--- config.mk ---
export PLATFORM = sky130hd
export DESIGN_NAME = flag_exec_core
export DESIGN_NICKNAME = d
export VERILOG_FILES = /design/src/core/flag_exec_pkg.sv /design/src/core/flag_exec_core.sv
export VERILOG_INCLUDE_DIRS = /design/src /design/src/core
export SDC_FILE = /design/constraint.sdc
export NUM_CORES = 1
export LEC_CHECK = 0
export ABC_AREA = 1
export BUFFER_PORTS_ARGS = -buffer_cell sky130_fd_sc_hd__buf_2
export CORE_MARGIN = 2
export CORE_UTILIZATION = 45
export CTS_BUF_LIST = sky130_fd_sc_hd__clkbuf_4 sky130_fd_sc_hd__clkbuf_8
export CTS_CLUSTER_SIZE = 24
export DETAILED_ROUTE_END_ITERATION = 10
export PLACE_DENSITY_LB_ADDON = 0.3
export SLEW_MARGIN = 20
export SYNTH_ARGS = -nofsm -noshare
export SYNTH_HDL_FRONTEND = slang
export SYNTH_SLANG_ARGS = --single-unit
--- constraint.sdc ---
create_clock -name ref_clk -period 1.85 [get_ports ref_clk]
set_clock_uncertainty 0.05 [all_clocks]
set_input_delay 0.185 -clock ref_clk [delete_from_list [all_inputs] [get_ports ref_clk]]
set_output_delay 0.185 -clock ref_clk [all_outputs]
set_load 0.02 [all_outputs]
--- src/core/flag_exec_map.svh ---
// constants for the bit, flag and control instruction executor
// Summary of operation
// - bit store copies selected source bit into transfer flag, one clock, only that flag.
// - bit load writes transfer flag into selected destination bit, flags kept, one clock.
// - set half carry forces half-carry flag to one, nothing else, one clock.
// - clear half carry forces half-carry flag to zero, nothing else, one clock.
// - interrupt enable sets, disable clears the global interrupt flag, one clock.
// - set sign drives signed-test flag high, clear sign drives it low, one clock.
// - set overflow drives the overflow flag high, others untouched, one clock.
// - clear overflow drives the overflow flag low, others untouched, one clock.
// - sleep takes one clock, keeps flags, hands control to sleep logic.
// - watchdog restart takes one clock, keeps flags, tells watchdog to restart count.
// - break matters only to debug logic, no cycle count, changes no flag.
`ifndef FLAG_EXEC_MAP_SVH
`define FLAG_EXEC_MAP_SVH

// ----------------------------------------
// status flag positions
// ----------------------------------------
`define FLAG_CARRY       3'd0
`define FLAG_ZERO        3'd1
`define FLAG_NEGATIVE    3'd2
`define FLAG_OVERFLOW    3'd3
`define FLAG_SIGN        3'd4
`define FLAG_HALF_CARRY  3'd5
`define FLAG_TRANSFER    3'd6
`define FLAG_INTERRUPT   3'd7
`define STATUS_RESET     8'h00

// ----------------------------------------
// instruction field positions
// ----------------------------------------
`define REG_FIELD_MSB    8
`define REG_FIELD_LSB    4
`define BIT_FIELD_MSB    2
`define FLAG_FIELD_MSB   6
`define FLAG_FIELD_LSB   4

// ----------------------------------------
// opcode match masks and values
// ----------------------------------------
`define MASK_SWAP        16'hfe0f
`define CODE_SWAP        16'h9402
`define MASK_FLAG_OP     16'hff8f
`define CODE_FLAG_SET    16'h9408
`define CODE_FLAG_CLEAR  16'h9488
`define MASK_BIT_OP      16'hfe08
`define CODE_BIT_STORE   16'hfa00
`define CODE_BIT_LOAD    16'hf800
`define CODE_NOP         16'h0000
`define CODE_SLEEP       16'h9588
`define CODE_WATCHDOG    16'h95a8
`define CODE_BREAK       16'h9598

`endif

--- src/core/flag_exec_pkg.sv ---
// types shared by the bit, flag and control instruction executor
package flag_exec_pkg;

    // instruction word from program memory
    typedef struct packed {
        logic        valid;
        logic [15:0] word;
    } instr_word_type;

    // write request towards the working register file
    typedef struct packed {
        logic       valid;
        logic [4:0] index;
        logic [7:0] data;
    } reg_write_type;

    // one-cycle requests to neighbouring control logic
    typedef struct packed {
        logic sleep;
        logic watchdog;
        logic debug_break;
    } control_pulse_type;

endpackage

--- src/core/flag_exec_core.sv ---
// executor for bit transfer, status flag and processor control instructions
`include "flag_exec_map.svh"

module flag_exec_core
    import flag_exec_pkg::*;
(
    // clock and reset
    input  wire logic              ref_clk,
    input  wire logic              reset,
    input  wire logic              ce,
    // instruction from program memory
    input  wire instr_word_type    instr,
    // working register file read port
    output      logic [4:0]        reg_read_index,
    input  wire logic [7:0]        reg_read_data,
    // working register file write port
    output      reg_write_type     reg_write,
    // status and control
    input  wire logic              debug_enable,
    output      logic [7:0]        status_flags,
    output      control_pulse_type control_pulse,
    output      logic              instr_done
);

    // ----------------------------------------
    // decode
    // ----------------------------------------
    logic [15:0] word;
    logic [2:0]  bit_sel;
    logic [2:0]  flag_sel;
    logic [7:0]  flag_mask;
    logic [7:0]  bit_mask;
    logic        is_swap;
    logic        is_flag_set;
    logic        is_flag_clear;
    logic        is_bit_store;
    logic        is_bit_load;
    logic        is_sleep;
    logic        is_watchdog;
    logic        is_break;
    logic        store_bit;
    logic [7:0]  loaded_value;
    logic [7:0]  swapped_value;

    assign word          = instr.word;
    assign bit_sel       = word[`BIT_FIELD_MSB:0];
    assign flag_sel      = word[`FLAG_FIELD_MSB:`FLAG_FIELD_LSB];
    assign flag_mask     = 8'h01 << flag_sel;
    assign bit_mask      = 8'h01 << bit_sel;
    // the read index is combinational so the register file answers in the same cycle
    assign reg_read_index = word[`REG_FIELD_MSB:`REG_FIELD_LSB];

    // bit 3 must be clear on bit store and load; a word nothing claims retires as a no-op
    assign is_swap       = (word & `MASK_SWAP) == `CODE_SWAP;
    assign is_flag_set   = (word & `MASK_FLAG_OP) == `CODE_FLAG_SET;
    assign is_flag_clear = (word & `MASK_FLAG_OP) == `CODE_FLAG_CLEAR;
    assign is_bit_store  = (word & `MASK_BIT_OP) == `CODE_BIT_STORE;
    assign is_bit_load   = (word & `MASK_BIT_OP) == `CODE_BIT_LOAD;
    assign is_sleep      = word == `CODE_SLEEP;
    assign is_watchdog   = word == `CODE_WATCHDOG;
    assign is_break      = word == `CODE_BREAK;

    // the transfer flag comes from the register, so a store just before a load is seen
    assign store_bit     = reg_read_data[bit_sel];
    assign loaded_value  = status_flags[`FLAG_TRANSFER] ? (reg_read_data | bit_mask)
                                                        : (reg_read_data & ~bit_mask);
    assign swapped_value = {reg_read_data[3:0], reg_read_data[7:4]};

    // ----------------------------------------
    // execute
    // ----------------------------------------
    logic [7:0]        next_status_flags;
    reg_write_type     next_reg_write;
    control_pulse_type next_control_pulse;
    logic              next_instr_done;

    // the flags have no other writer, so nothing here arbitrates against other groups
    always_comb begin
        next_status_flags        = status_flags;
        next_reg_write           = reg_write;
        next_reg_write.valid     = 1'b0;
        next_control_pulse       = '0;
        next_instr_done          = 1'b0;
        if (instr.valid) begin
            // every opcode here retires in one clock except break, which has no count
            next_instr_done = !is_break;
            if (is_flag_set) begin
                // set carry, negative, zero, interrupt, sign, overflow, transfer, half carry
                next_status_flags = status_flags | flag_mask;
            end else if (is_flag_clear) begin
                next_status_flags = status_flags & ~flag_mask;
            end else if (is_bit_store) begin
                next_status_flags[`FLAG_TRANSFER] = store_bit;
            end else if (is_bit_load) begin
                next_reg_write = '{valid: 1'b1, index: reg_read_index,
                                   data: loaded_value};
            end else if (is_swap) begin
                next_reg_write = '{valid: 1'b1, index: reg_read_index,
                                   data: swapped_value};
            end else if (is_sleep) begin
                next_control_pulse.sleep = 1'b1;
            end else if (is_watchdog) begin
                next_control_pulse.watchdog = 1'b1;
            end else if (is_break) begin
                // without a debugger attached the opcode just falls through with no effect
                next_control_pulse.debug_break = debug_enable;
            end
        end
    end

    // reset wins over ce: a frozen core still comes out of reset clean
    always_ff @(posedge ref_clk) begin
        if (reset) begin
            status_flags  <= `STATUS_RESET;
            reg_write     <= '0;
            control_pulse <= '0;
            instr_done    <= 1'b0;
        end else if (ce) begin
            status_flags  <= next_status_flags;
            reg_write     <= next_reg_write;
            control_pulse <= next_control_pulse;
            instr_done    <= next_instr_done;
        end
    end

    logic accept;
    assign accept = ce && instr.valid;
endmodule // flag_exec_core

# Word level (Yosys, flattened, before mapping)
# Index checks and enable logic that the tools add are counted.
[word_totals]
regBits = 26
[classes]
magnitude_cmp = 1
mux = 26
reduce_logical = 7
bitwise_logic = 9
shift = 2
n_eq_ne = 8
[ops]
columns = ["cell", "count"]
rows = [
  ["$mux 14", 6],
  ["$eq 16x16->1 const B", 3],
  ["$eq 13x13->1 const B", 2],
  ["$mux 3", 6],
  ["$and 8x8->8", 2],
  ["$eq 8x8->1 const B", 2],
  ["$mux 8", 2],
  ["$not 8->8", 2],
  ["$or 8x8->8", 2],
  ["$shl 1x3->8 const A", 2],
  ["$eq 11x11->1 const B", 1],
  ["$mux 1", 9],
  ["$mux 6", 1],
  ["$reduce_and 3->1", 2],
  ["$reduce_and 6->1", 1],
  ["$lt 3x4->1 const B", 1],
  ["$reduce_bool 2->1", 2],
  ["$bmux 1 s3", 1],
  ["$not 1->1", 3],
  ["$reduce_bool 3->1", 1],
  ["$mux 2", 1],
  ["$logic_not 1->1", 1],
]

# Logic depth before layout (Yosys ltp)
[logic_depth]
ltp_word = 10
mapped_depth = 11
ltp_nobuf = 10

# Worst setup path after synthesis
# Ideal clock, no wire load.
[synth_timing]
kind = "reg-to-reg"
startpoint = "register status_flags[6]"
endpoint = "register reg_write[5] (netlist name)"
required_ps = 1733
setup_time_ps = 67
path_stages_with_launch = 8
slack_ps = 510
arrival_ps = 1223
path_cell_list = "dfxtp_1 > clkbuf_1 > inv_1 > o21ai_0 > nand2_1 > o21ai_0 > nand2_2 > a21oi_2"
[synth_via]
elab_chain_len = 2
[synth_rtl]
columns = ["item", "line_no", "text"]
rows = [
  ["from (decl)", "flag_exec_core.sv:20", "output logic [7:0] status_flags,"],
  ["from (signal assigned)", "flag_exec_core.sv:114", "status_flags <= `STATUS_RESET;"],
  ["from (signal assigned)", "flag_exec_core.sv:119", "status_flags <= next_status_flags;"],
  ["$mux 8", "flag_exec_core.sv:65", "assign loaded_value = status_flags[`FLAG_TRANSFER] ? (reg_read_data | bit_mask)"],
  ["$mux 14", "flag_exec_core.sv:94", "end else if (is_bit_load) begin"],
  ["to (signal assigned)", "flag_exec_core.sv:120", "reg_write <= next_reg_write;"],
  ["to (decl)", "flag_exec_core.sv:17", "output reg_write_type reg_write,"],
]
# Every way passes these cells.
# A chain may end at the register's enable or synchronous reset.

# Worst setup path after layout
[layout_timing]
startpoint = "register status_flags[6]"
endpoint = "register reg_write[7] (netlist name)"
# The elaborated chain is that of the path after synthesis.

==> flow_summary.ini <==
[worst_setup_path]
worstPathArrival_ns = 1.45
cp.required_ns = 2.01
crit_type = reg2reg
crit_slowest_cell = dfxtp_1
rrSetupSlack_ns = 0.56
cpMostUsedCell = o21ai_0
critical-path-max-stage-delay_ns = 0.53
crit_path_start_kind = flip-flop
crit_buf_inv = 1
cp_top_family = flip-flops
crit_chain = inv_1, o21ai_0, nand2_1, o21ai_0, nand2_2, a21oi_2
cp_max_fo = 10
end_kind = flip-flop

[clock_network]
cts_made_buffers = 3
clkTransAtPathRegs_ns = 0.08
clock-sinks = 26
cts_max_level = 1
post_cts_buffers = 0
clkLatencyLatePin_ns = 0.27
holdBufCountCts = 0
root_buffer = clkbuf_8
cts_resized = 0
clockBufferDepth = 2
cts_tree = built

[logic_synthesis]
synth_largest_area_cell = dfxtp_1
yosysSeqAreaShare_pct = 31.3
synth_cell_types = 29
ys_ff_latch = 26
synth_top_area_share_pct = 31.3
synth_fp_nets = 290
netlist_area_um2 = 1660
syn_area_per_cell_um2 = 6.36
synth_top_cells_by_area = dfxtp_1 (31%), nand2_1 (14%), nor2_1 (9.0%)
yosysWarnings = 0
synthCells = 261

[place]
dp_slack_ns = 0.307
dp_cells = 357
gp_congestion = 0.898
dp_hpwl_um = 3230
port_buffers = 59

[power]
peakVddDrop_uv = 263
p_leak_nw = 1.06
powerDensity_nw_per_um2 = 520
total_power_mw = 1.02

[global_route]
grt_max_degree = 19
grt_pass1_wl_um = 6930
grt_antenna_before_repair = 0
grt_pass1_vias = 1612
gr-total-overflow = 0
gr-usage-all-layers_pct = 20.8

[outcome]
status = completed

[finish]
layout-drive-gt1-share_pct = 26.3
finish.utilization_pct = 54.6
final_common_cell = nand2_1
nNetsFinal = 343
final_cell_mix = nand2_1 (62), buf_2 (59), nor2_1 (40)
num_antenna_cells = 0
area_growth_syn_to_layout_pct = 18.7
fin_cells = 360

[die]
die_width_um = 64.7
die_height_um = 64.7
start_util_pct = 46.0
core_region_area_um2 = 3610
die_area_um2 = 4190
rows = 22
pin_count = 60

[detailed_routing]
routed_via_density = 4.91
drc = 0
wl_per_cell_um = 11.2
drtIter0Drc = 80
vias = 1769
drt_wl_total_um = 4040
dr.pass1.iters = 5
antenna_left = 0

[sta]
slew_viol_final = 0
tightest_slew_ns = 0.493
period_needed_ns = 1.29
period_share_pct = 70.0
fmax_ghz = 0.772
rsz0062_at_grt = no
tns_ns = 0
slew_headroom_pct = 67.1
fin_ws_ns = 0.555
hold_viol = 0
setup_viol = 0

[min_path]
min_path_type = in2reg

[run]
drv_cap = 0
## per-stage QoR
| stage | area (um^2) | hold slack [ns] |
|---|---|---|
| 4_1_cts | 1970 | 0.135 |
| 3_3_place_gp | 1930 | 0.404 |
| 2_1_floorplan | 1660 | 0.284 |
| 3_5_place_dp | 1930 | 0.406 |
| 5_1_grt | 1970 | 0.162 |
| 6_report | 1970 | 0.134 |
## power by group
group	switching [mW]	internal [mW]	total [mW]
Sequential	0.000731	0.560	0.561
Combinational	0.104	0.0507	0.155
Clock	0.163	0.146	0.309
Total	0.268	0.757	1.02
## cells in the mapped netlist (all sizes together)
cell type and count:
a21oi 15, buf 9, clkbuf 2, clkinv 1
dfxtp 26, inv 33, nand2 68, nand3 23
nand3b 1, nand4 6, nor2 45, nor3 5
nor4 2, o211ai 4, o21ai 21
## worst register-to-register path, cell delays in order, from the launching register on
cell and delay, ns:
dfxtp_1 0.53, inv_1 0.13, o21ai_0 0.17, nand2_1 0.06, o21ai_0 0.10, nand2_2 0.08, a21oi_2 0.10
## final cells by class
cell class	instances	area, um^2
fill	381	1640
multi-input combinational	190	921
sequential	26	520
timing repair buffer	59	295
inverter	34	133
tap	48	60.1
clock buffer	3	41.3
## worst paths after layout
check,from,end,cells past startpoint
hold reg to reg,control_pulse[0],control_pulse[0],2
setup / recovery,status_flags[6],reg_write[7],6
hold / removal,debug_enable,control_pulse[0],3
setup reg to reg,status_flags[6],reg_write[7],6
## cell families (layout without fill, tap and decap cells)
family | after synthesis | after routing | share of synthesized area (%)
simple gates | 150 | 150 | 42.1
buf+inv | 45 | 96 | 13.2
compound gates | 40 | 40 | 13.3
flops | 26 | 26 | 31.3
## per-layer routing
metal | wire length, um | vias up | GRT usage, %
met5 | 0 | - | 0
met4 | 70 | 0 | 7.18
met3 | 174 | 7 | 2.60
met2 | 1830 | 45 | 35.3
met1 | 1970 | 778 | 27.1
li1 | - | 939 | -
(Power assumes the default switching activity.)
